### src/rtl/adcc_pkg.sv
// Purpose: shared constants and types of the converter control block
// Assumes: 20 MHz pclk, registers one per aligned 32-bit APB word
// Notes:   register byte address is four times the register index
package adcc_pkg;

  // clock and conversion timing
  localparam int CLK_NS       = 50;
  localparam int RC_TAD_NS    = 4000;            // typical rc bit period
  localparam int RC_HALF_CYC  = (RC_TAD_NS + 2 * CLK_NS - 1) / (2 * CLK_NS);
  localparam int HALF_2TOSC   = 1;               // half of 2 tosc
  localparam int HALF_8TOSC   = 4;
  localparam int HALF_32TOSC  = 16;
  localparam int CONV_HALVES  = 19;              // 9.5 bit periods
  localparam int NUM_CHAN     = 5;
  localparam int NUM_PINS     = 6;
  localparam int ADDR_W       = 12;

  // register indices and byte addresses
  localparam logic [7:0] IDX_PORT  = 8'h05;
  localparam logic [7:0] IDX_INTC  = 8'h0B;
  localparam logic [7:0] IDX_PERIPHERAL_IRQ_FLAGS_ONE  = 8'h0C;
  localparam logic [7:0] IDX_RES   = 8'h1E;
  localparam logic [7:0] IDX_CTL0  = 8'h1F;
  localparam logic [7:0] IDX_TRIS  = 8'h85;
  localparam logic [7:0] IDX_PERIPHERAL_IRQ_ENABLES_ONE  = 8'h8C;
  localparam logic [7:0] IDX_CFG1  = 8'h9F;
  localparam logic [ADDR_W-1:0] A_PORT = {2'h0, IDX_PORT, 2'h0};
  localparam logic [ADDR_W-1:0] A_INTC = {2'h0, IDX_INTC, 2'h0};
  localparam logic [ADDR_W-1:0] A_PERIPHERAL_IRQ_FLAGS_ONE = {2'h0, IDX_PERIPHERAL_IRQ_FLAGS_ONE, 2'h0};
  localparam logic [ADDR_W-1:0] A_RES  = {2'h0, IDX_RES, 2'h0};
  localparam logic [ADDR_W-1:0] A_CTL0 = {2'h0, IDX_CTL0, 2'h0};
  localparam logic [ADDR_W-1:0] A_TRIS = {2'h0, IDX_TRIS, 2'h0};
  localparam logic [ADDR_W-1:0] A_PERIPHERAL_IRQ_ENABLES_ONE = {2'h0, IDX_PERIPHERAL_IRQ_ENABLES_ONE, 2'h0};
  localparam logic [ADDR_W-1:0] A_CFG1 = {2'h0, IDX_CFG1, 2'h0};

  // field positions
  localparam int B_ON    = 0;                    // converter_enable
  localparam int B_GO    = 2;                    // start / busy
  localparam int B_CHS   = 3;                    // channel_select lsb
  localparam int B_CKS   = 6;                    // conv_clock_select lsb
  localparam int B_DONE  = 6;                    // conversion_done_flag
  localparam int B_DIE   = 6;                    // conversion_done_irq_enable
  localparam int B_GIE   = 7;
  localparam int B_PERIPHERAL_IRQ_ENABLE  = 6;

  // implemented bits and reset values
  localparam logic [7:0] M_CTL0   = 8'hFD;
  localparam logic [7:0] M_CFG1   = 8'h07;
  localparam logic [7:0] M_PINS   = 8'h3F;
  localparam logic [7:0] R_CTL0   = 8'h00;
  localparam logic [7:0] R_INTC   = 8'h00;
  localparam logic [2:0] R_CFG1   = 3'h0;
  localparam logic [5:0] R_TRIS   = 6'h3F;
  localparam logic [5:0] R_LATCH  = 6'h00;
  localparam logic [3:0] CCP_SPECIAL = 4'hB;

  // clock-select codes
  localparam logic [1:0] CKS_2  = 2'h0;
  localparam logic [1:0] CKS_8  = 2'h1;
  localparam logic [1:0] CKS_32 = 2'h2;

  typedef logic [NUM_CHAN-1:0][7:0] adcc_ain_t;

  // channel to port pin: an0..an3 on pins 0..3, an4 on pin 5
  function automatic logic [2:0] adcc_chan_pin(input logic [2:0] ch);
    adcc_chan_pin = (ch == 3'h4) ? 3'h5 : ch;
  endfunction

  // pin_config_field to analog pin mask
  function automatic logic [5:0] adcc_analog_mask(input logic [2:0] cfg);
    unique case (cfg)
      3'h0:    adcc_analog_mask = 6'h2F;
      3'h1:    adcc_analog_mask = 6'h0F;
      3'h2:    adcc_analog_mask = 6'h07;
      3'h3:    adcc_analog_mask = 6'h03;
      3'h4:    adcc_analog_mask = 6'h01;
      default: adcc_analog_mask = 6'h00;
    endcase
  endfunction

  typedef enum logic {SAR_IDLE, SAR_CONV} adcc_sar_st_t;

  typedef struct packed {
    adcc_sar_st_t st;
    logic [5:0]   div;
    logic [4:0]   halves;
    logic [7:0]   sample;
    logic [7:0]   acc;
    logic [7:0]   trial;
    logic         done;
  } adcc_sar_t;

  typedef struct packed {
    logic [7:0]          ctl0;
    logic [2:0]          cfg1;
    logic [5:0]          tris;
    logic [5:0]          latch;
    logic [7:0]          intc;
    logic                conversion_done_flag;
    logic                conversion_done_irq_enable;
    logic [NUM_PINS-1:0] p1;
    logic [NUM_PINS-1:0] p2;
    adcc_ain_t           a1;
    adcc_ain_t           a2;
    logic [31:0]         prdata;
    logic                pready;
    logic                pslverr;
    logic                start;
    logic                tmr_clr;
    logic                irq;
  } adcc_top_t;

endpackage

### src/rtl/adcc_sar.sv
// Purpose: bit-period timing and successive approximation of one sample
// Assumes: start is a one-cycle pulse; sample is stable at start
// Notes:   abort drops a conversion at once without a done pulse
`timescale 1ns/100ps
module adcc_sar (
  // clock and reset
  input  wire logic       pclk,
  input  wire logic       presetn,
  // control
  input  wire logic       start,
  input  wire logic       abort,
  input  wire logic [1:0] clk_sel,
  input  wire logic [7:0] sample,
  // result
  output logic            busy,
  output logic            done,
  output logic [7:0]      result
);
  import adcc_pkg::*;

  adcc_sar_t q, d;
  logic [5:0] half_len;

  // half bit period in pclk cycles per clock-select code
  always_comb begin
    unique case (clk_sel)
      CKS_2:   half_len = 6'(HALF_2TOSC);
      CKS_8:   half_len = 6'(HALF_8TOSC);
      CKS_32:  half_len = 6'(HALF_32TOSC);
      default: half_len = 6'(RC_HALF_CYC);
    endcase
  end

  // sample is held from start, like the disconnected hold capacitor
  always_comb begin
    d      = q;
    d.done = 1'b0;
    unique case (q.st)
      SAR_IDLE: begin
        if (start && !abort) begin
          d.st     = SAR_CONV;
          d.div    = 6'h00;
          d.halves = 5'h00;
          d.sample = sample;
          d.acc    = 8'h00;
          d.trial  = 8'h80;
        end
      end
      SAR_CONV: begin
        if (abort) begin
          d.st = SAR_IDLE;
        end else if (q.div == half_len - 6'h01) begin
          d.div    = 6'h00;
          d.halves = q.halves + 5'h01;
          // one bit decided at the end of the first half of each of the first eight periods
          if (!q.halves[0] && q.trial != 8'h00) begin
            if (q.sample >= (q.acc | q.trial)) begin
              d.acc = q.acc | q.trial;
            end
            d.trial = q.trial >> 1;
          end
          if (q.halves == 5'(CONV_HALVES - 1)) begin
            d.st   = SAR_IDLE;
            d.done = 1'b1;
          end
        end else begin
          d.div = q.div + 6'h01;
        end
      end
    endcase
  end

  always_ff @(posedge pclk or negedge presetn) begin
    if (!presetn) begin
      q <= '0;
    end else begin
      q <= d;
    end
  end

  assign busy   = (q.st == SAR_CONV);
  assign done   = q.done;
  assign result = q.acc;

endmodule // adcc_sar

### src/rtl/adcc_top.sv
// Purpose: converter control, port pins, trigger and apb register file
// Assumes: trigger and mode come from on-chip logic on pclk
// Notes:   pins and analog levels pass two flops before use
`timescale 1ns/100ps
// Summary of operation
// - conversion runs whatever channel select and direction bits hold
// - port reads return zero on pins configured analog
// - a digitally configured selected pin is still converted
// - clock select: 2, 8, 32 oscillator periods or internal rc
// - rc bit period lies within 2 to 6 us, typically 4 us
// - mode 1011 trigger with converter on sets start and converts
// - every special trigger clears the sixteen-bit timer
// - trigger ignored when converter off, timer still cleared
// - result unknown after power-on, kept through other resets
// - unimplemented bits read zero and ignore writes
// - finish loads result, clears start bit, sets done flag
// - a conversion lasts nine and a half bit periods
// - reset turns converter off and aborts conversion
module adcc_top (
  // clock and reset
  input  wire logic                     pclk,
  input  wire logic                     presetn,
  // apb slave
  input  wire logic                     psel,
  input  wire logic                     penable,
  input  wire logic                     pwrite,
  input  wire logic [adcc_pkg::ADDR_W-1:0] paddr,
  input  wire logic [31:0]              pwdata,
  output logic [31:0]                   prdata,
  output logic                          pready,
  output logic                          pslverr,
  // port pins
  input  wire logic [adcc_pkg::NUM_PINS-1:0] pin_in,
  output logic [adcc_pkg::NUM_PINS-1:0] pin_out,
  output logic [adcc_pkg::NUM_PINS-1:0] pin_oe_n,
  input  wire adcc_pkg::adcc_ain_t      ain_level,
  // capture/compare unit
  input  wire logic                     ccp_trigger,
  input  wire logic [3:0]               capcomp_mode_field,
  output logic                          timer_clear,
  // interrupt request towards the processor
  output logic                          irq
);
  import adcc_pkg::*;

  adcc_top_t  q, d;
  logic [7:0] res_q;
  logic       sar_done;
  logic [7:0] sar_res;
  logic [7:0] sel_level;
  logic [7:0] rd_data;
  logic       hit;
  logic       wr;
  logic       go_req;
  logic [2:0] sel_ch;
  logic [2:0] sel_pin;
  logic [5:0] amask;

  assign sel_ch  = q.ctl0[B_CHS +: 3];
  assign sel_pin = adcc_chan_pin(sel_ch);
  assign amask   = adcc_analog_mask(q.cfg1);

  // level handed to the converter; direction bits only pick the source
  always_comb begin
    if (sel_ch >= 3'(NUM_CHAN)) begin
      sel_level = 8'h00;                                    // no such input
    end else if (!q.tris[sel_pin]) begin
      sel_level = q.latch[sel_pin] ? 8'hFF : 8'h00;
    end else begin
      sel_level = q.a2[sel_ch];
    end
  end

  // read mux; unimplemented bits come back as zero
  always_comb begin
    hit     = 1'b1;
    rd_data = 8'h00;
    unique case (paddr)
      A_PORT:  rd_data = {2'h0, q.p2 & ~amask};
      A_INTC:  rd_data = q.intc;
      A_PERIPHERAL_IRQ_FLAGS_ONE:  rd_data = 8'(q.conversion_done_flag) << B_DONE;
      A_RES:   rd_data = res_q;
      A_CTL0:  rd_data = q.ctl0 & M_CTL0;
      A_TRIS:  rd_data = {2'h0, q.tris};
      A_PERIPHERAL_IRQ_ENABLES_ONE:  rd_data = 8'(q.conversion_done_irq_enable) << B_DIE;
      A_CFG1:  rd_data = {5'h00, q.cfg1};
      default: hit     = 1'b0;
    endcase
  end

  assign wr     = psel && penable && pwrite && q.pready;
  assign go_req = wr && (paddr == A_CTL0) && pwdata[B_GO];

  // next state of registers, bus answer and converter control
  always_comb begin
    d         = q;
    d.start   = 1'b0;
    d.tmr_clr = 1'b0;
    d.pready  = 1'b0;
    d.pslverr = 1'b0;
    // two-flop synchronisers for pins and analog levels
    d.p1 = pin_in;
    d.p2 = q.p1;
    d.a1 = ain_level;
    d.a2 = q.a1;
    // answer one cycle into the access phase
    if (psel && penable && !q.pready) begin
      d.pready  = 1'b1;
      d.pslverr = !hit;
      d.prdata  = {24'h000000, rd_data};
    end
    // register writes; masks keep unimplemented bits at zero
    if (wr) begin
      unique case (paddr)
        A_PORT: d.latch = pwdata[5:0] & M_PINS[5:0];
        A_INTC: d.intc  = pwdata[7:0];
        A_PERIPHERAL_IRQ_FLAGS_ONE: d.conversion_done_flag  = pwdata[B_DONE];
        A_CTL0: begin
          d.ctl0 = pwdata[7:0] & M_CTL0;
          d.ctl0[B_GO] = q.ctl0[B_GO];                      // busy is hardware's
        end
        A_TRIS: d.tris = pwdata[5:0];
        A_PERIPHERAL_IRQ_ENABLES_ONE: d.conversion_done_irq_enable = pwdata[B_DIE];
        A_CFG1: d.cfg1 = pwdata[2:0] & M_CFG1[2:0];
        default: ;
      endcase
    end
    // software start; channel and direction do not gate it
    if (go_req && d.ctl0[B_ON] && !q.ctl0[B_GO]) begin
      d.ctl0[B_GO] = 1'b1;
      d.start      = 1'b1;
    end
    // special event trigger always clears the timer
    if (ccp_trigger && capcomp_mode_field == CCP_SPECIAL) begin
      d.tmr_clr = 1'b1;
      if (q.ctl0[B_ON] && !q.ctl0[B_GO]) begin
        d.ctl0[B_GO] = 1'b1;
        d.start      = 1'b1;
      end
    end
    // completion; set wins over a software clear in the same cycle
    if (sar_done) begin
      d.ctl0[B_GO] = 1'b0;
      d.conversion_done_flag       = 1'b1;
    end
    // converter off cancels any start or conversion in flight
    if (!d.ctl0[B_ON]) begin
      d.ctl0[B_GO] = 1'b0;
      d.start      = 1'b0;
    end
    d.irq = d.conversion_done_flag && d.conversion_done_irq_enable && d.intc[B_PERIPHERAL_IRQ_ENABLE] && d.intc[B_GIE];
  end

  // control state; device reset leaves the converter off
  always_ff @(posedge pclk or negedge presetn) begin
    if (!presetn) begin
      q       <= '0;
      q.ctl0  <= R_CTL0;
      q.cfg1  <= R_CFG1;
      q.tris  <= R_TRIS;
      q.latch <= R_LATCH;
      q.intc  <= R_INTC;
    end else begin
      q <= d;
    end
  end

  // result has no reset, so it survives every reset but power-up
  always_ff @(posedge pclk) begin
    if (sar_done) begin
      res_q <= sar_res;
    end
  end

  // approximation engine; abort while converter is off
  adcc_sar u_sar (
    .pclk    (pclk),
    .presetn (presetn),
    .start   (q.start),
    .abort   (!q.ctl0[B_ON]),
    .clk_sel (q.ctl0[B_CKS +: 2]),
    .sample  (sel_level),
    .busy    (),                                            // go bit tracks it
    .done    (sar_done),
    .result  (sar_res)
  );

  // outputs straight from flops
  assign prdata      = q.prdata;
  assign pready      = q.pready;
  assign pslverr     = q.pslverr;
  assign pin_out     = q.latch;
  assign pin_oe_n    = q.tris;                              // low = driving
  assign timer_clear = q.tmr_clr;
  assign irq         = q.irq;

endmodule // adcc_top

### config.mk
export PLATFORM = sky130hd
export DESIGN_NAME = adcc_top
export DESIGN_NICKNAME = d
export VERILOG_FILES = /design/src/rtl/adcc_pkg.sv /design/src/rtl/adcc_sar.sv /design/src/rtl/adcc_top.sv
export SDC_FILE = /design/constraint.sdc
export NUM_CORES = 1
export LEC_CHECK = 0
export ABC_AREA = 1
export BUFFER_PORTS_ARGS = -buffer_cell sky130_fd_sc_hd__buf_2
export CORE_ASPECT_RATIO = 0.5
export CORE_MARGIN = 8
export CORE_UTILIZATION = 45
export DETAILED_ROUTE_END_ITERATION = 12
export PLACE_DENSITY = 0.69
export RECOVER_POWER = 50
export SYNTH_ARGS = -nofsm -noshare
export SYNTH_HDL_FRONTEND = slang
export SYNTH_HIERARCHICAL = 1
export SYNTH_SLANG_ARGS = --single-unit
### constraint.sdc
create_clock -name pclk -period 1.9 [get_ports pclk]
set_input_delay 0 -clock pclk [delete_from_list [all_inputs] [get_ports pclk]]
set_output_delay 0 -clock pclk [all_outputs]
set_load 0.02 [all_outputs]
==> reports/metrics.csv, run 1 <==
stage,metric,value,unit
logic_synthesis,synth_area_per_cell,9.48,sq um
critical_path,r2r_cells,9,
global_routing,grt_pass1_vias,6179,
critical_path,r2r_end,u_sar/result[7],
global_routing,grt_pass1_wl,30600,microns
global_routing,antenna_found_initial,0,
power_and_ir_drop,p_per_area,807,mW/mm^2
worst_hold_path,hold_path.class,in2reg,
logic_synthesis,yosysSeqAreaShare,0.576,
die,dieArea,0.0225,sq mm
detailed_routing,wl,18300,microns
timing,relSlewSlack,-0.0158,
outcome,violations,"capacitance limit, slew limit",
logic_synthesis,synth_cell_types,38,
clock_tree,cts_tree,yes,
critical_path,r2r_start,u_sar/result[7],
power_and_ir_drop,ir_worst_vdd,697,uV
outcome,status,finished with violations,
logic_synthesis,synth_top_cells_by_count,"nand2_1, dfrtp_1, nand3_1",
critical_path,regToRegSetupSlack,0.09,ns
cells_and_area,n_fill_cell,1509,
power_and_ir_drop,total_leakage_power,4.79,nW
worst_hold_path,min_from,pwrite,
timing,max_freq,553,MHz
critical_path,cp_data_required_time,2.26,ns
logic_synthesis,async_flop_share,0.956,
worst_hold_path,whs_path_depth,6,
timing,fin_ws,0.0932,ns
timing,finalMaxSlewViolations,60,
clock_tree,root_buffer,clkbuf_16,
run,maxCapViolations,1,
cells_and_area,final_cells,1251,
die,rows,34,
critical_path,cp-end-kind,register,
detailed_routing,viasPerCell,4.87,
place,dp_hpwl,12700,microns
logic_synthesis,synth.cell_area,0.00799,sq mm
global_routing,grt_remaining_overflow,0,
logic_synthesis,synth_edf_count,8,
detailed_routing,drt_iter0_drc,497,
cells_and_area,drive_gt1_frac,0.229,
cells_and_area,antenna_cells,0,
cells_and_area,area_growth,22.6,%
logic_synthesis,synth_top_area_frac,0.526,
place,place_ws,0.0651,ns
global_routing,grt_use_met2,0.282,
logic_synthesis,yosys.area.top_type,dfrtp_1,
global_routing,global_route.usage.met1,0.216,
global_routing,top_usage_layer,met2,
timing,hold_viol,0,
die,initial_core_util,0.459,
clock_tree,numCtsBuffers,17,
logic_synthesis,synth.most_common_cell,nand2_1,
place,routabilityCongestion,0.881,
clock_tree,htreeDepth,4,
clock_tree,cts.clk_slew.worst_paths,0.07,ns
timing,worst_clock_skew,0.00854,ns
clock_tree,clock-sinks,182,
timing,setup_viol,0,
critical_path,cp-start-kind,register,
cells_and_area,finish.net_count,1115,
clock_tree,clkLatencyLatePin,0.43,ns
critical_path,worst_ep_arrival_time,2.17,ns
logic_synthesis,yosysWarnings,6,
logic_synthesis,ys_seq_elements,182,
die,pin_count,148,
logic_synthesis,ys.flop_type,dfrtp_1,
detailed_routing,drc,0,
timing,min_period,1.81,ns
critical_path,crit_type,reg2reg,
die,die_h,110,microns
place,numPortBuffers,99,
global_routing,grt.total_usage,0.170,
timing,worst_pin_slew,1.52,ns
place,place_inst,1157,
detailed_routing,drtAntennaViolNets,0,
critical_path,path_max_fanout,8,
detailed_routing,vias,6089,
logic_synthesis,synth_area_leaders,"dfrtp_1, nand2_1, buf_4, nand3_1, nor2_1",
detailed_routing,drtPass1Iterations,5,
cells_and_area,fin_util,0.563,
worst_hold_path,whs_endpoint,q[129],
critical_path,worstSetupStartpoint,u_sar/result[7],
detailed_routing,wl_per_cell,14.6,microns
die,coreArea,0.0174,sq mm
global_routing,met3_usage,0.0452,
die,dieWidth,204,microns
logic_synthesis,netlist_instances,843,
global_routing,grt_max_degree,60,
timing,fin_crit_sh,0.951,
clock_tree,clk_path_buf_depth,2,
-- logic make-up (layout without fill, tap and decap cells) --
group | Yosys count | count (layout) | share of synthesized area
simple gates | 430 | 430 | 0.240
flops | 182 | 182 | 0.576
buf+inv | 128 | 279 | 0.0916
compound gates | 77 | 77 | 0.0573
fa+ha+maj | 11 | 11 | 0.0172
xor+xnor | 7 | 7 | 0.00767
mux | 7 | 7 | 0.00986
other cells | 1 | 24 | 0.000469
-- metal layers --
layer	wire length (microns)	share of wire
met5	0	0
met4	320	0.017
met3	1310	0.071
met2	8540	0.47
met1	8160	0.45
-- critical path: stages, from the launching register on --
cell and delay [ns]:
dfrtp_1 0.42, nor2_2 0.16, ha_1 0.28, a21o_1 0.16, nor2_1 0.11, nand4_1 0.17, buf_6 0.18, nand3_4 0.13
nand2_1 0.08, nand2_1 0.06
-- where the power goes --
group	switching, mW	leakage, nW	internal (mW)
Clock	1.56	0.293	1.92
Combinational	0.234	2.26	0.166
Sequential	0.0302	2.24	4.00
-- area by class of cell --
class | instances | area (sq um) | share of cell area
flip-flops and latches | 182 | 4600 | 0.470
well taps | 234 | 293 | 0.0299
clock buffers | 19 | 453 | 0.0462
clock inverters | 13 | 133 | 0.0135
repair buffers | 190 | 1310 | 0.134
multi-input cells | 556 | 2790 | 0.284
repair inverters | 1 | 5.00 | 0.000511
inverters | 56 | 216 | 0.0221
-- registers in the layout, summed over array words and instances (netlist names), 6 cells and up --
register,count
q,67
d,46
u_sar/q,27
prdata,8
res_q,8
u_sar/result,8
pin_oe_n,6
pin_out,6
-- how the worst max path moves through the flow --
stage               depth (start not counted)               to  slack (ns)
floorplan                                  12  u_sar/result[0]        0.19
global placement                           13  u_sar/result[0]        0.11
detailed placement                         10  u_sar/result[0]        0.07
CTS                                        11           q[156]        0.02
global route                               10  u_sar/result[1]       -0.03
finish                                      9  u_sar/result[7]        0.09
-- cell usage in the layout (no fill, tap or decap), types with 17 or more instances in the layout --
cell	count
buf_4	23
conb_1	24
inv_1	45
nand2_1	221
dfrtp_1	167
nand3_1	77
o21ai_1	22
clkbuf_16	17
dlygate4sd3_1	58
nor2_1	71
o21ai_0	22
buf_2	97
-- stage by stage --
| step | TNS, ns | instance area [sq um] | hold slack, ns | power [mW] |
|---|---|---|---|---|
| 6_report | 0 | 9800 | 0.0869 | 7.90 |
| 5_1_grt | -0.0757 | 9800 | 0.117 | 8.21 |
| 4_1_cts | 0 | 9780 | 0.0574 | 7.98 |
| 3_5_place_dp | 0 | 8600 | 0.0235 | 4.42 |
| 3_3_place_gp | 0 | 8600 | 0.0174 | 4.41 |
| 2_1_floorplan | 0 | 8080 | -0.296 | 4.25 |
-- what timing repair did --
item | 4_1_cts | 5_1_grt
setup endpoints to repair | 0 | 25
hold endpoints to repair | 132 | 0
hold buffers | 59 | 0
setup buffers | 0 | 2
resized for setup | 0 | 15
No activity file was read; power rests on OpenSTA's default activity.
==> inputs of run 2 (changes only) <==
--- a/config.mk
+++ b/config.mk
@@ -9,9 +9,9 @@
 export BUFFER_PORTS_ARGS = -buffer_cell sky130_fd_sc_hd__buf_2
 export CORE_ASPECT_RATIO = 0.5
 export CORE_MARGIN = 8
-export CORE_UTILIZATION = 45
+export CORE_UTILIZATION = 30
 export DETAILED_ROUTE_END_ITERATION = 12
-export PLACE_DENSITY = 0.69
+export PLACE_DENSITY = 0.5
 export RECOVER_POWER = 50
 export SYNTH_ARGS = -nofsm -noshare
 export SYNTH_HDL_FRONTEND = slang
==> reports/metrics.csv, run 2 (same netlist as run 1, synthesis figures left out) <==
stage,metric,value,unit,change
critical_path,crit_path_frequent_cell,nor2_1,,
detailed_routing,drtPass1Iterations,5,,unchanged
place,place_inst,1278,,+10%
cells_and_area,layout_common_cells,"nand2_1, dfrtp_1, buf_2",,
cells_and_area,final_common_cell,nand2_1,,
critical_path,cp_data_required_time,2.22,ns,-0.04 ns
timing,rsz0062_at_grt,yes,,
die,coreArea,0.0263,sq mm,+51%
clock_tree,clkLatencyLatePin,0.43,ns,about the same
critical_path,cp_slowest_cell,dfrtp_1,,
critical_path,max_stage_delay,0.45,ns,+0.03 ns
timing,finalMaxSlewViolations,66,,+10%
critical_path,path_max_fanout,8,,unchanged
die,pin_count,148,,unchanged
die,initial_core_util,0.304,,-0.156
cells_and_area,largest_reg_flops,67,,unchanged
clock_tree,cts.clk_slew.worst_paths,0.07,ns,about the same
global_routing,grt.total_usage,0.121,,-0.0496
power_and_ir_drop,switching_power,1.80,mW,-1.0%
clock_tree,htreeDepth,4,,unchanged
power_and_ir_drop,seq_power_share,0.493,,-0.017
timing,fin_tns_setup,0,ns,unchanged
cells_and_area,antenna_cells,0,,unchanged
critical_path,worst_ep_arrival_time,2.08,ns,-0.09 ns
global_routing,grt_remaining_overflow,0,,unchanged
power_and_ir_drop,p_per_area,812,mW/mm^2,+0.70%
global_routing,grt_pass1_vias,6097,,-1.3%
power_and_ir_drop,clkPwrFrac,0.458,,+0.018
timing,hold_viol,0,,unchanged
critical_path,cp-end-kind,register,,
cells_and_area,final_cells,1375,,+9.9%
critical_path,crit_type,reg2reg,,
global_routing,antenna_found_initial,0,,unchanged
timing,whs,0.0569,ns,-0.0301 ns
detailed_routing,wl_per_cell,13.8,microns,-5.5%
power_and_ir_drop,ir_worst_vdd,594,uV,-15%
die,rows,42,,+24%
die,die_h,131,microns,+19%
die,dieArea,0.0324,sq mm,+44%
timing,worst_clock_skew,0.00784,ns,-0.000703 ns
clock_tree,clock-sinks,182,,unchanged
place,dp_hpwl,13600,microns,+7.0%
critical_path,cp-start-kind,register,,
clock_tree,cts_tree,yes,,
timing,max_freq,568,MHz,+2.6%
run,maxCapViolations,1,,unchanged
detailed_routing,viasPerCell,4.35,,-11%
critical_path,regToRegSetupSlack,0.14,ns,+0.05 ns
cells_and_area,finish.net_count,1121,,+0.54%
outcome,status,finished with violations,,
global_routing,grt_max_degree,101,,+68%
place,numPortBuffers,99,,unchanged
cells_and_area,drive_gt1_frac,0.237,,+0.00745
place,routabilityCongestion,0.820,,-7.0%
die,dieWidth,247,microns,+21%
outcome,violations,"capacitance limit, slew limit",,
power_and_ir_drop,combPwrFrac,0.049,,-0.002
timing,fin_crit_sh,0.927,,-0.0240
power_and_ir_drop,intPower,6.37,mW,+4.7%
cells_and_area,area_growth,25.8,%,
power_and_ir_drop,switching_share,0.221,,-0.00985
detailed_routing,drt_iter0_drc,416,,-16%
global_routing,grt_pass1_wl,31600,microns,+3.1%
clock_tree,numCtsBuffers,17,,unchanged
detailed_routing,vias,5984,,-1.7%
cells_and_area,regMostFlops,q,,
clock_tree,root_buffer,clkbuf_16,,
timing,relSlewSlack,-0.0231,,-0.00733
timing,setup_viol,0,,unchanged
power_and_ir_drop,total_leakage_power,4.87,nW,+1.8%
timing,min_period,1.76,ns,-0.0456 ns
detailed_routing,wl,19000,microns,+3.9%
critical_path,path_cells,nand2_2 > nand3_1 > nand2_1 > nor2_1 > nor2_1 > nor2_1 > nand2_1 > nand2_1 > nor2_1 > mux2_2,,
detailed_routing,drtAntennaViolNets,0,,unchanged
clock_tree,clk_path_buf_depth,2,,unchanged
timing,worst_pin_slew,1.53,ns,+0.0110 ns
detailed_routing,drc,0,,unchanged
worst_hold_path,hold_path.class,in2reg,,
run 2: changes by cell type in the layout (fill, tap and decap cells not counted), sizes merged:
cell         delta
buf            +10
bufinv          +2
inv             -4
clkinvlp        -1
dlygate4sd3     +2
clkbuf          -3
run 2: routing by layer:
layer | up-vias | GRT usage | part of all wire
met2 | 130 | 0.190 | 0.47
met3 | 12 | 0.0253 | 0.044
met1 | 2868 | 0.166 | 0.47
met5 | - | 0 | 0
met4 | 0 | 0.0368 | 0.010
li1 | 2974 | - | -
run 2: worst paths after layout:
check                      cells past startpoint     endpoint     from
max                                           10  u_sar/q[21]   q[159]
min                                            4       pready  penable
max reg2reg                                   10  u_sar/q[21]   q[159]
min reg2reg                                    0        q[73]    d[73]
max in group asynchronous                      3        d[51]  presetn
min in group asynchronous                      3        d[38]  presetn
run 2: power groups by stage:
stage / registers, mW / logic, mW / clock network (mW)
final: 4.03 / 0.396 / 3.74
after global routing: 4.04 / 0.446 / 4.03
after CTS: 4.03 / 0.413 / 3.87
after detailed placement: 4.10 / 0.317 / 0
after global placement: 4.10 / 0.311 / 0
after floorplan: 4.09 / 0.153 / 0
run 2: critical path: cells and delay by family, from the launching register on:
| kind | cells | cell delay (ns) |
|---|---|---|
| AND/OR/NAND/NOR | 9 | 0.96 |
| flip-flops | 1 | 0.45 |
| multiplexers | 1 | 0.25 |
run 2: layout make-up:
| class | count | area, sq um |
|---|---|---|
| clock buffer | 21 | 470 |
| clock inverter | 11 | 161 |
| fill | 2619 | 16300 |
| inverter | 56 | 213 |
| multi-input combinational | 556 | 2790 |
| sequential | 182 | 4600 |
| tap | 352 | 440 |
| timing repair buffer | 197 | 1390 |
run 2: metrics by stage:
stage | power [mW] | util | setup slack, ns | area (sq um)
2_1_floorplan | 4.25 | - | 0.191 | 8080
3_3_place_gp | 4.41 | 0.333 | 0.0922 | 8770
3_5_place_dp | 4.42 | 0.333 | 0.0520 | 8770
4_1_cts | 8.31 | 0.380 | 0.0453 | 10000
5_1_grt | 8.51 | 0.382 | -0.000236 | 10100
6_report | 8.17 | 0.382 | 0.139 | 10100
run 2: timing repair:
| action | 4_1_cts | 5_1_grt |
|---|---|---|
| hold buffers | 60 | 0 |
| buffers inserted | 0 | 4 |
| resized for setup | 0 | 14 |
| endpoints found under the hold margin | 245 | 0 |
| endpoints found under the setup margin | 0 | 9 |
==> inputs of run 3 (changes only) <==
==> constraint.sdc (replaced) <==
create_clock -name pclk -period 2.2 [get_ports pclk]
set_input_delay 0 -clock pclk [delete_from_list [all_inputs] [get_ports pclk]]
set_output_delay 0 -clock pclk [all_outputs]
set_load 0.02 [all_outputs]
==> reports/metrics.csv, run 3 (same netlist as run 1, synthesis figures left out) <==
stage,metric,value,unit,change
critical_path,crit_family,simple AND/OR/NAND/NOR gates,,
place,numPortBuffers,99,,unchanged
power_and_ir_drop,ir_worst_vdd,498,uV,-16%
worst_hold_path,hold_path.class,in2reg,,
timing,whs,0.0773,ns,+0.0204 ns
die,dieArea,0.0324,sq mm,unchanged
critical_path,cp-end-kind,register,,
clock_tree,post_cts_buffers,0,,unchanged
timing,min_period,2.05,ns,+0.291 ns
die,initial_core_util,0.304,,unchanged
critical_path,cp_data_required_time,2.57,ns,+0.35 ns
critical_path,r2r_cells,8,,-2
critical_path,max_stage_delay,0.41,ns,-0.04 ns
global_routing,grt_remaining_overflow,0,,unchanged
critical_path,path_max_fanout,9,,+1
worst_hold_path,whs_endpoint,q[129],,
detailed_routing,vias,5838,,-2.4%
cells_and_area,antenna_cells,0,,unchanged
global_routing,grt_pass1_vias,6007,,-1.5%
timing,hold_viol,0,,unchanged
die,pin_count,148,,unchanged
timing,max_freq,487,MHz,-14%
critical_path,r2r_start,u_sar/q[8],,
die,rows,42,,unchanged
critical_path,regToRegSetupSlack,0.15,ns,about the same
clock_tree,htreeDepth,4,,unchanged
timing,relSlewSlack,-0.0657,,-0.0426
outcome,violations,"capacitance limit, slew limit",,
critical_path,r2r_end,u_sar/result[5],,
clock_tree,clock-sinks,182,,unchanged
timing,worst_clock_skew,0.00712,ns,-0.000714 ns
critical_path,cp-start-kind,register,,
timing,fin_crit_sh,0.933,,+0.00565
die,die_h,131,microns,unchanged
detailed_routing,wl_per_cell,13.8,microns,-0.59%
critical_path,path_cells,nor2_1 > ha_1 > a21o_1 > nor2_1 > nand4_1 > nand3_2 > nand2_1 > nand2_1,,
critical_path,cp.depth,8,,-2
timing,setup_viol,0,,unchanged
cells_and_area,finish.net_count,1095,,-2.3%
timing,finalMaxSlewViolations,62,,-6.1%
clock_tree,clkLatencyLatePin,0.43,ns,about the same
critical_path,cp.buffers_inverters,0,,unchanged
cells_and_area,area_growth,22.7,%,
critical_path,worst_ep_arrival_time,2.42,ns,+0.34 ns
clock_tree,root_buffer,clkbuf_16,,
place,dp_hpwl,13600,microns,-0.17%
power_and_ir_drop,p_per_area,708,mW/mm^2,-13%
die,coreArea,0.0263,sq mm,unchanged
outcome,status,finished with violations,,
detailed_routing,drtAntennaViolNets,0,,unchanged
cells_and_area,largest_reg_flops,67,,unchanged
critical_path,crit_type,reg2reg,,
worst_hold_path,whs_path_depth,5,,+1
global_routing,grt.total_usage,0.117,,-0.00341
global_routing,antenna_found_initial,0,,unchanged
timing,rsz0062_at_grt,no,,
detailed_routing,drt_iter0_drc,349,,-16%
power_and_ir_drop,total_leakage_power,4.71,nW,-3.4%
cells_and_area,final_common_cell,nand2_1,,
detailed_routing,drc,0,,unchanged
cells_and_area,fin_util,0.372,,-0.00965
detailed_routing,drtPass1Iterations,4,,-1
die,dieWidth,247,microns,unchanged
place,place_ws,0.205,ns,+0.153 ns
detailed_routing,wl,18600,microns,-2.5%
global_routing,grt_pass1_wl,30800,microns,-2.5%
timing,fin_tns_setup,0,ns,unchanged
worst_hold_path,min_from,paddr[8],,
place,routabilityCongestion,0.812,,-0.92%
detailed_routing,viasPerCell,4.33,,-0.49%
global_routing,grt_max_degree,64,,-37%
critical_path,cp_slowest_cell,dfrtp_1,,
clock_tree,numCtsBuffers,17,,unchanged
cells_and_area,regMostFlops,q,,
cells_and_area,layout_common_cells,"nand2_1, dfrtp_1, buf_2",,
timing,fin_ws,0.148,ns,+0.00949 ns
run,maxCapViolations,1,,unchanged
timing,worst_pin_slew,1.60,ns,+0.0638 ns
clock_tree,cts_tree,yes,,
clock_tree,cts.clk_slew.worst_paths,0.07,ns,about the same
clock_tree,clk_path_buf_depth,2,,unchanged
cells_and_area,drive_gt1_frac,0.206,,-0.0307
==> run 3: how the worst max path moves through the flow <==
stage,startpoint,to,slack [ns]
floorplan,u_sar/result[0],u_sar/result[0],0.49
global placement,u_sar/result[0],u_sar/result[3],0.24
detailed placement,u_sar/q[8],u_sar/result[5],0.21
CTS,u_sar/q[8],u_sar/result[3],0.18
global route,u_sar/q[8],u_sar/result[3],0.02
finish,u_sar/q[8],u_sar/result[5],0.15
==> run 3: final cells by class <==
type,count,area (sq um)
fillers,2666,16500
clock buffers,20,457
flip-flops and latches,182,4600
repair buffers,171,1200
clock inverters,11,150
inverters,56,213
well taps,352,440
multi-input cells,556,2750
==> run 3: where the power goes <==
group	internal [mW]	switching, mW
Sequential	3.45	0.0264
Clock	1.84	1.28
Combinational	0.144	0.201
Total	5.44	1.50
==> run 3: tightest hold or removal path: cells and delay by family <==
kind	cells	cell delay (ns)
buffers and inverters	2	0.16
AND/OR/NAND/NOR	3	0.31
==> run 3: through the flow <==
step	cells	area [sq um]	total power [mW]
6_report	1348	9800	6.94
3_5_place_dp	1260	8640	3.82
2_1_floorplan	866	8080	3.67
5_1_grt	1348	9800	7.26
4_1_cts	1348	9820	7.07
3_3_place_gp	1260	8640	3.81
==> run 3: routing by layer <==
metal | wire length [microns] | GRT usage
met3 | 657 | 0.0263
met2 | 8880 | 0.191
met4 | 158 | 0.0303
met5 | 0 | 0
met1 | 8860 | 0.157
==> run 3: repair_timing <==
| action | 4_1_cts | 5_1_grt |
|---|---|---|
| endpoints found under the hold margin | 175 | 0 |
| gates resized for setup | 0 | 0 |
| setup endpoints to repair | 0 | 0 |
| hold buffers | 57 | 0 |
